[src/logic/ddr_init_map.vh]
// Constants for the DRAM-side initialization and mode setup block.
// Assumes inclusion by the design, model, checker and bench files; timing counts at 25 MHz.
`ifndef DDR_INIT_MAP_VH
`define DDR_INIT_MAP_VH

// ----------------------------------------------------------------------
// Command encodings {cs_n, ras_n, cas_n, we_n}
// ----------------------------------------------------------------------
`define CMD_ACTIVATE       4'h3
`define CMD_READWRITE_MASK 4'hE
`define CMD_WRITE          4'h4
`define CMD_READ           4'h5
`define CMD_MODE_SET       4'h0
`define CMD_NO_OPERATION   4'h7
`define CMD_CALIBRATE      4'h6

// ----------------------------------------------------------------------
// Mode register select on bank address
// ----------------------------------------------------------------------
`define BANK_MODE_REG_ZERO  3'h0
`define BANK_MODE_REG_ONE   3'h1
`define BANK_MODE_REG_TWO   3'h2
`define BANK_MODE_REG_THREE 3'h3

// ----------------------------------------------------------------------
// Address field positions
// ----------------------------------------------------------------------
`define ADDR_AUTO_PRECHARGE 10
`define ADDR_BURST_CHOP_N   12
`define ADDR_DLL_DISABLE    0
`define ADDR_DLL_RESET      8
`define MR0_BURST_LSB       0
`define BURST_ON_THE_FLY    2'h1
`define BURST_FIXED_CHOP    2'h2

// ----------------------------------------------------------------------
// Timing: times in ns, then cycles at 40 ns
// ----------------------------------------------------------------------
`define CLK_PERIOD_NS       40
`define INIT_WAIT_NS        500000
`define INIT_WAIT_CYC ((`INIT_WAIT_NS + `CLK_PERIOD_NS - 1) / `CLK_PERIOD_NS)
`define CORE_XFER_CYC       4
`define FIFO_DEPTH          8

`endif

[src/logic/ddr_init_core.v]
// DRAM-side reset, initialization, mode register and access front end.
// Assumes command pins are registered on mclk_i rising edge, in sync.
//
// Notes on behaviour
// RQ1: Each access is one four-clock 8n-bit core transfer, two words a clock.
// RQ2: Bursts are eight or chopped four; activate uses bank and row address.
// RQ3: Read/write gives column; A10 auto precharge; A12 chops if on-the-fly.
// RQ4: Controller holds reset low at least 200 us after power is stable.
// RQ5: Controller drives clock enable low at least 10 ns before reset release.
// RQ6: Device initializes internally in the 500 us before clock enable rises.
// RQ7: Controller runs clock and a no-op before clock enable rises.
// RQ8: Clock enable stays high until initialization completes.
// RQ9: Termination stays high impedance in reset and until clock enable seen.
// RQ10: Controller holds termination control static during initialization.
// RQ11: Controller waits reset-exit time before the first mode set.
// RQ12: Mode registers are loaded in order two, three, one, zero.
// RQ13: Bank address selects which mode register is written.
// RQ14: Register one enables DLL; register zero then requests DLL reset.
// RQ15: Long calibration follows, then DLL lock and calibration time wait.
// RQ16: Only no-ops or deselects between mode sets and long calibration.
// RQ17: Reset at stable power lasts 100 ns, then repeats the 500 us wait.
// RQ18: Mode registers are undefined after reset until fully written.
// RQ19: Each mode set carries all address fields of the selected register.
// RQ20: Mode sets and DLL reset leave array contents untouched.
// RQ21: Mode sets are spaced by at least the mode set cycle time.
// RQ22: New mode contents are accepted during normal operation.
// RQ23: Mode rewrites happen only when idle with clock enable high; the core takes them in RUN with clock enable high and no idle check.
// RQ24: Mode update delay passes before non-mode, non-no-op commands.

`include "ddr_init_map.vh"

// ----------------------------------------------------------------------
// Data FIFO
// ----------------------------------------------------------------------
module data_fifo #(
   parameter WIDTH = 32,
   parameter DEPTH = 8,
   parameter AW    = 3
) (
   input  wire             mclk_i,
   input  wire             reset_n_i,
   input  wire             in_valid_i,
   output wire             in_ready_o,
   input  wire [WIDTH-1:0] in_data_i,
   output wire             out_valid_o,
   input  wire             out_ready_i,
   output wire [WIDTH-1:0] out_data_o
);
   reg [WIDTH-1:0] mem [0:DEPTH-1];
   reg [AW:0]      count_r;
   reg [AW-1:0]    wr_ptr_r;
   reg [AW-1:0]    rd_ptr_r;
   wire            push;
   wire            pop;

   assign in_ready_o  = (count_r != DEPTH[AW:0]);
   assign out_valid_o = (count_r != {(AW+1){1'b0}});
   assign out_data_o  = mem[rd_ptr_r];
   assign push        = in_valid_i & in_ready_o;
   assign pop         = out_valid_o & out_ready_i;

   always @(posedge mclk_i) begin
      if (push) begin
         mem[wr_ptr_r] <= in_data_i;
      end
   end

   always @(posedge mclk_i) begin
      if (!reset_n_i) begin
         count_r  <= {(AW+1){1'b0}};
         wr_ptr_r <= {AW{1'b0}};
         rd_ptr_r <= {AW{1'b0}};
      end else begin
         if (push) begin
            wr_ptr_r <= (wr_ptr_r == DEPTH[AW-1:0] - 1'b1) ? {AW{1'b0}}
                        : wr_ptr_r + 1'b1;
         end
         if (pop) begin
            rd_ptr_r <= (rd_ptr_r == DEPTH[AW-1:0] - 1'b1) ? {AW{1'b0}}
                        : rd_ptr_r + 1'b1;
         end
         if (push && !pop) begin
            count_r <= count_r + 1'b1;
         end else if (pop && !push) begin
            count_r <= count_r - 1'b1;
         end
      end
   end
endmodule // data_fifo

// ----------------------------------------------------------------------
// Device core
// ----------------------------------------------------------------------
module ddr_init_core #(
   parameter N          = 16,
   parameter INIT_WAIT  = `INIT_WAIT_CYC,
   parameter MODE_SET_CYC = 4,
   parameter MODE_UPD_CYC = 12
) (
   // Clock and reset
   input  wire          mclk_i,
   input  wire          reset_n_i,
   // Command pins
   input  wire          clk_enable_i,
   input  wire          cs_n_i,
   input  wire          ras_n_i,
   input  wire          cas_n_i,
   input  wire          we_n_i,
   input  wire [2:0]    bank_i,
   input  wire [12:0]   addr_i,
   input  wire          termination_control_pin_i,
   // Write data, two words per clock
   input  wire          wr_valid_i,
   output wire          wr_ready_o,
   input  wire [2*N-1:0] wr_data_i,
   // Core side stream of 8n-bit transfers
   output reg  [8*N-1:0] core_data_o,
   output reg           core_valid_o,
   // Termination and status
   output reg           termination_on_o,
   output reg           init_ready_o,
   output reg           dll_reset_pulse_o,
   output reg           auto_precharge_o,
   output reg           chop_burst_o,
   output reg  [2:0]    open_bank_o,
   output reg  [12:0]   open_row_o,
   output reg  [3:0]    mode_written_o,
   output reg  [12:0]   mode_reg_zero_o,
   output reg  [12:0]   mode_reg_one_o,
   output reg  [12:0]   mode_reg_two_o,
   output reg  [12:0]   mode_reg_three_o
);
   localparam ST_WAIT = 3'h1;
   localparam ST_CKE  = 3'h2;
   localparam ST_RUN  = 3'h4;

   reg  [2:0]  state_r;
   reg  [15:0] wait_r;
   reg  [1:0]  beat_r;
   reg  [8*N-1:0] gather_r;
   wire [3:0]  cmd;
   wire        cmd_mode_set;
   wire        cmd_access;
   wire        fifo_valid;
   wire [2*N-1:0] fifo_data;
   wire        chop_sel;

   assign cmd          = {cs_n_i, ras_n_i, cas_n_i, we_n_i};
   assign cmd_mode_set = clk_enable_i && (cmd == `CMD_MODE_SET);
   assign cmd_access   = clk_enable_i &&
                         ((cmd & `CMD_READWRITE_MASK) == `CMD_WRITE);
   assign chop_sel = (mode_reg_zero_o[1:0] == `BURST_ON_THE_FLY) ?
                     ~addr_i[`ADDR_BURST_CHOP_N] :
                     (mode_reg_zero_o[1:0] == `BURST_FIXED_CHOP); // RQ3

   data_fifo #(.WIDTH(2*N), .DEPTH(`FIFO_DEPTH), .AW(3)) u_fifo (
      .mclk_i      (mclk_i),
      .reset_n_i   (reset_n_i),
      .in_valid_i  (wr_valid_i),
      .in_ready_o  (wr_ready_o),
      .in_data_i   (wr_data_i),
      .out_valid_o (fifo_valid),
      .out_ready_i (state_r == ST_RUN),
      .out_data_o  (fifo_data)
   );

   // -------------------------------------------------------------------
   // Reset and initialization sequencing
   // -------------------------------------------------------------------
   // Reset restarts the internal wait whether at power-up or later
   always @(posedge mclk_i) begin
      if (!reset_n_i) begin
         state_r          <= ST_WAIT;                   // RQ17
         wait_r           <= 16'h0000;
         termination_on_o <= 1'b0;                      // RQ9
         init_ready_o     <= 1'b0;
      end else begin
         case (state_r)
            ST_WAIT: begin
               if (wait_r != INIT_WAIT[15:0]) begin
                  wait_r <= wait_r + 16'h0001;          // RQ6
               end else begin
                  state_r <= ST_CKE;
               end
            end
            ST_CKE: begin
               if (clk_enable_i) begin
                  state_r          <= ST_RUN;
                  termination_on_o <= ~termination_control_pin_i; // RQ9
               end
            end
            ST_RUN: begin
               init_ready_o <= (mode_written_o == 4'hF); // RQ18
            end
            default: begin
               state_r <= ST_WAIT;
            end
         endcase
      end
   end

   // -------------------------------------------------------------------
   // Mode registers and activate decode
   // -------------------------------------------------------------------
   // Array contents are never touched by this path
   always @(posedge mclk_i) begin
      if (!reset_n_i) begin
         mode_written_o    <= 4'h0;
         dll_reset_pulse_o <= 1'b0;
         mode_reg_zero_o   <= 13'h0000;
         mode_reg_one_o    <= 13'h0000;
         mode_reg_two_o    <= 13'h0000;
         mode_reg_three_o  <= 13'h0000;
         open_bank_o       <= 3'h0;
         open_row_o        <= 13'h0000;
         auto_precharge_o  <= 1'b0;
         chop_burst_o      <= 1'b0;
      end else begin
         dll_reset_pulse_o <= 1'b0;
         if (state_r == ST_RUN && cmd_mode_set) begin   // RQ20 RQ22
            case (bank_i)                               // RQ13
               `BANK_MODE_REG_ZERO: begin
                  mode_reg_zero_o   <= addr_i;          // RQ19
                  mode_reg_zero_o[`ADDR_DLL_RESET] <= 1'b0;
                  dll_reset_pulse_o <= addr_i[`ADDR_DLL_RESET]; // RQ14
                  mode_written_o[0] <= 1'b1;
               end
               `BANK_MODE_REG_ONE: begin
                  mode_reg_one_o    <= addr_i;
                  mode_written_o[1] <= 1'b1;
               end
               `BANK_MODE_REG_TWO: begin
                  mode_reg_two_o    <= addr_i;
                  mode_written_o[2] <= 1'b1;
               end
               `BANK_MODE_REG_THREE: begin
                  mode_reg_three_o  <= addr_i;
                  mode_written_o[3] <= 1'b1;
               end
               default: begin
                  mode_written_o <= mode_written_o;
               end
            endcase
         end
         if (state_r == ST_RUN && clk_enable_i &&
             cmd == `CMD_ACTIVATE) begin
            open_bank_o <= bank_i;                      // RQ2
            open_row_o  <= addr_i;
         end
         if (state_r == ST_RUN && cmd_access) begin
            auto_precharge_o <= addr_i[`ADDR_AUTO_PRECHARGE]; // RQ3
            chop_burst_o     <= chop_sel;
         end
      end
   end

   // -------------------------------------------------------------------
   // Core transfer: four clocks of two words make 8n bits
   // -------------------------------------------------------------------
   // Stalls on an empty FIFO, so a partial transfer simply waits
   always @(posedge mclk_i) begin
      if (!reset_n_i) begin
         beat_r       <= 2'h0;
         gather_r     <= {(8*N){1'b0}};
         core_data_o  <= {(8*N){1'b0}};
         core_valid_o <= 1'b0;
      end else begin
         core_valid_o <= 1'b0;
         if (state_r == ST_RUN && fifo_valid) begin
            gather_r <= {fifo_data, gather_r[8*N-1:2*N]};  // RQ1
            beat_r   <= beat_r + 2'h1;
            if (beat_r == 2'h3) begin
               core_data_o  <= {fifo_data, gather_r[8*N-1:2*N]}; // RQ1
               core_valid_o <= 1'b1;
            end
         end
      end
   end
endmodule // ddr_init_core

[config.mk]
export PLATFORM = sky130hd
export DESIGN_NAME = ddr_init_core
export DESIGN_NICKNAME = d
export VERILOG_FILES = /design/src/logic/ddr_init_core.v
export VERILOG_INCLUDE_DIRS = /design/src /design/src/logic
export SDC_FILE = /design/constraint.sdc
export NUM_CORES = 1
export LEC_CHECK = 0
export ABC_AREA = 1
export BUFFER_PORTS_ARGS = -buffer_cell sky130_fd_sc_hd__buf_2
export CAP_MARGIN = 20
export CORE_MARGIN = 8
export CORE_UTILIZATION = 52
export DETAILED_ROUTE_END_ITERATION = 10
export PLACE_DENSITY_LB_ADDON = 0.3
export SYNTH_ARGS = -nofsm -noshare
export SYNTH_HDL_FRONTEND = slang
export SYNTH_SLANG_ARGS = --single-unit
[constraint.sdc]
create_clock -name mclk_i -period 2.65 [get_ports mclk_i]
set_input_delay 0.53 -clock mclk_i [delete_from_list [all_inputs] [get_ports mclk_i]]
set_output_delay 0.53 -clock mclk_i [all_outputs]
set_load 0.01 [all_outputs]
==> metrics.md <==
| Metric | Value |
|---|---|
| Multi-input gate area | `6770 um2` |
| Post-CTS Resized | `0` |
| Syn nets | `2315` |
| Clk pin slew, worst setup/hold paths | `60 ps` |
| Max-cap violations | `0` |
| Reg2reg start | `state_r[0]$_SDFFE_PN1P_` |
| Worst Path Required | `3150 ps` |
| Via density | `between 5 and 6` |
| Clk buf depth | `3` |
| Layout cell share with drive strength beyond 1 | `0.163` |
| Post-Route WL | `58300 um` |
| Leak | `approximately 10 nW` |
| Worst path cell trace | `nor3_4 -> buf_4 -> nand2_1 -> nor2_1 -> inv_1 -> nor2_1 -> nor2_1` |
| Clock skew | `18.7 ps` |
| Place WS | `482 ps` |
| Commonest non-fill, non-tap cell in the layout | `nor2_1` |
| Post-Synthesis Cells | `2247` |
| CP startpoint kind | `register` |
| Period minus WS final | `2170 ps` |
| Post-CTS Hold Buffers | `0` |
| Final hold vios | `0` |
| Cell mode on critical path | `nor2_1` |
| IO Port Bufs | `262` |
| Post-Syn Area | `22000 um2` |
| Clk_lat worst skew | `600 ps` |
| Status | `completed` |
| Critical R2R Capture | `open_row_o[3]$_SDFFE_PN0P_` |
| Global route total overflow | `0` |
| Non-Filler Cell Area, Final | `25700 um2` |
| F_max | `0.460 GHz` |
| Worst Slack Setup Final | `~480 ps` |
| # H-tree levels | `2` |
| FF/Latch Area | `approximately 14000 um2` |
| Clock root cell | `clkbuf_16` |
| Initial Utilization | `0.527` |
| HP Class | `input port to register` |
| Distinct cells, synth | `31` |
| Largest net degree at the start of global routing | `between 100 and 150` |
| Remaining DRCs | `0` |
| Core Box Area | `41900 um2` |
| Critical Path End Type | `register` |
| Most frequent cells in the layout | `nor2_1, dfxtp_1, o21ai_0, buf_2, edfxtp_1` |
| Sequential area share after synthesis | `0.653` |
| Synth async-reset ratio | `0` |
| Initial antenna violation count | `5` |
| Mean Syn Cell Area | `9.81 um2` |
| Vias in the first global route | `around 16000` |
| First-pass GRT wire length | `a little over 90000 um` |
| Die area | `49200 um2` |
| WHS Endpoint | `u_fifo.mem[5][11]$_DFFE_PP_` |
| Die Ht | `222 um` |
| Final setup violating endpoints | `0` |
| Yosys warning total | `0` |
| Setup_tns | `0 ps` |
| Antenna-violating nets left | `0` |
| Flops & latches, synth | `591` |
| Max Slew Vio Count | `0` |
| FP Rows | `75` |
| Area Overhead vs Synth | `16.7%` |
| WS Path Type | `register to register` |
| IO Pins | `264` |
| Critical-path top delay cell | `buf_4` |
| Hpwl dp | `around 37000 um` |
| NumNets Final | `2518` |
| GPL Wtd Cong | `about 0.87` |
| RSZ-0062 raised after global routing | `no` |
| Filler Cells Inserted | `about 3400` |
| Setup crit start | `state_r[0]$_SDFFE_PN1P_` |
| Pre-antenna DRT Iters | `6` |
| Initial DRC Count | `1744` |
| Arr. time, crit path | `2670 ps` |
| Crit share post-route | `0.820` |
| Crit-path max cell delay | `540 ps` |
| Number of post-CTS setup repair buffers | `0` |
| Worst hold margin | `189 ps` |
| Reg-to-reg slack, setup | `about 480 ps` |
| CTS tree | `yes` |
| Tightest Pin Transition | `around 830 ps` |
| CTS buffer count | `57` |
| HP Start | `wr_data_i[11]` |
| Placement-stage cell area | `23900 um2` |
| Post-synth EDFFs | `256` |
| Routed WL per cell | `19.2 um` |
| VDD IR-drop max | `0.548 mV` |
| DR vias | `17090` |
| Sink Count | `591` |
| Min-Delay Path Depth | `1` |
| Relative slew slack | `0.445` |
| CP max FO | `60` |
| Gr usage total | `0.228` |
| Reg2Reg Depth | `7` |
| Post-synth top flop | `dfxtp_1` |
| Die Wd | `222 um` |
| Power Density | `between 700 and 800 nW/um2` |
## sequential cells by signal, summed over array words and instances, names as in the netlist, named ones only
name               cells
open_row_o            13
u_fifo.mem           256
beat_r                 2
dll_reset_pulse_o      1
u_fifo.wr_ptr_r        3
mode_reg_one_o        13
auto_precharge_o       1
open_bank_o            3
mode_reg_two_o        13
wait_r                16
mode_written_o         4
mode_reg_zero_o       12
mode_reg_three_o      13
u_fifo.count_r         4
init_ready_o           1
state_r                3
u_fifo.rd_ptr_r        3
core_data_o          128
gather_r              96
termination_on_o       1
core_valid_o           1
chop_burst_o           1
## how the worst max path moves through the flow
stage	cells after the start	end
2_1_floorplan	6	u_fifo.mem[1][0]$_DFFE_PP_
3_5_place_dp	12	u_fifo.count_r[3]$_SDFFE_PN0P_
6_report	7	open_row_o[3]$_SDFFE_PN0P_
4_1_cts	13	u_fifo.count_r[3]$_SDFFE_PN0P_
5_1_grt	13	u_fifo.count_r[3]$_SDFFE_PN0P_
3_3_place_gp	12	u_fifo.count_r[3]$_SDFFE_PN0P_
## final cells by class
type	count	area share
multi-input combinational	1441	0.263
sequential	591	0.560
tap	539	0.0262
clock buffer	84	0.0658
antenna	3	0.000292
inverter	58	0.00856
timing repair buffer	301	0.0699
clock inverter	22	0.00618
## cell usage after synthesis (7+ instances only)
library cell	instances	area [um2]
nor2_1	458	1720
dfxtp_1	335	6710
o21ai_0	330	1650
edfxtp_1	256	7690
nand2_1	246	923
a21oi_1	162	811
clkbuf_1	90	338
nand3_1	75	375
o211ai_1	65	488
nand4_1	57	357
inv_1	54	203
buf_2	49	245
ha_1	10	125
o21ai_1	10	50.1
buf_1	8	30.0
buf_4	8	60.1
nor3_1	7	35.0
## routing by layer
layer,vias up,track usage,routed length (um)
li1,8157,-,-
met1,8148,0.296,24500
met5,-,0,35
met2,622,0.365,27400
met3,157,0.0488,3950
met4,6,0.101,2440
## where the power goes
part | switching, W | internal, W | leakage [nW]
Clock | 0.00332 | 0.00459 | 0.909
Combinational | 0.000550 | 0.000217 | 4.33
Sequential | 0.0000641 | 0.00970 | 5.02
## metrics by stage
| step | power, W | utilization | instances |
|---|---|---|---|
| 5_1_grt | 0.0191 | 0.614 | 3036 |
| 3_3_place_gp | 0.0107 | 0.570 | 2930 |
| 3_5_place_dp | 0.0107 | 0.570 | 2930 |
| 6_report | 0.0184 | 0.614 | 3039 |
| 4_1_cts | 0.0186 | 0.614 | 3036 |
| 2_1_floorplan | 0.0104 | - | 2247 |
## cells by family after synthesis
kind of cell,count (synthesis),share of synthesized area
AO/OA/AOI/OAI,570,0.137
XOR/XNOR,10,0.00397
adder cells (fa/ha/maj),11,0.00658
buffers and inverters,215,0.0412
flip-flops,591,0.653
other,1,0.000170
AND/OR/NAND/NOR,849,0.158
## worst max-delay path, delay by kind of cell, from the launching register on
family	cells	cell delay, ps
and+or+nand+nor	5	890
buffers and inverters	2	800
DFF	1	350
Note: power is estimated with default switching activity, not from simulation.
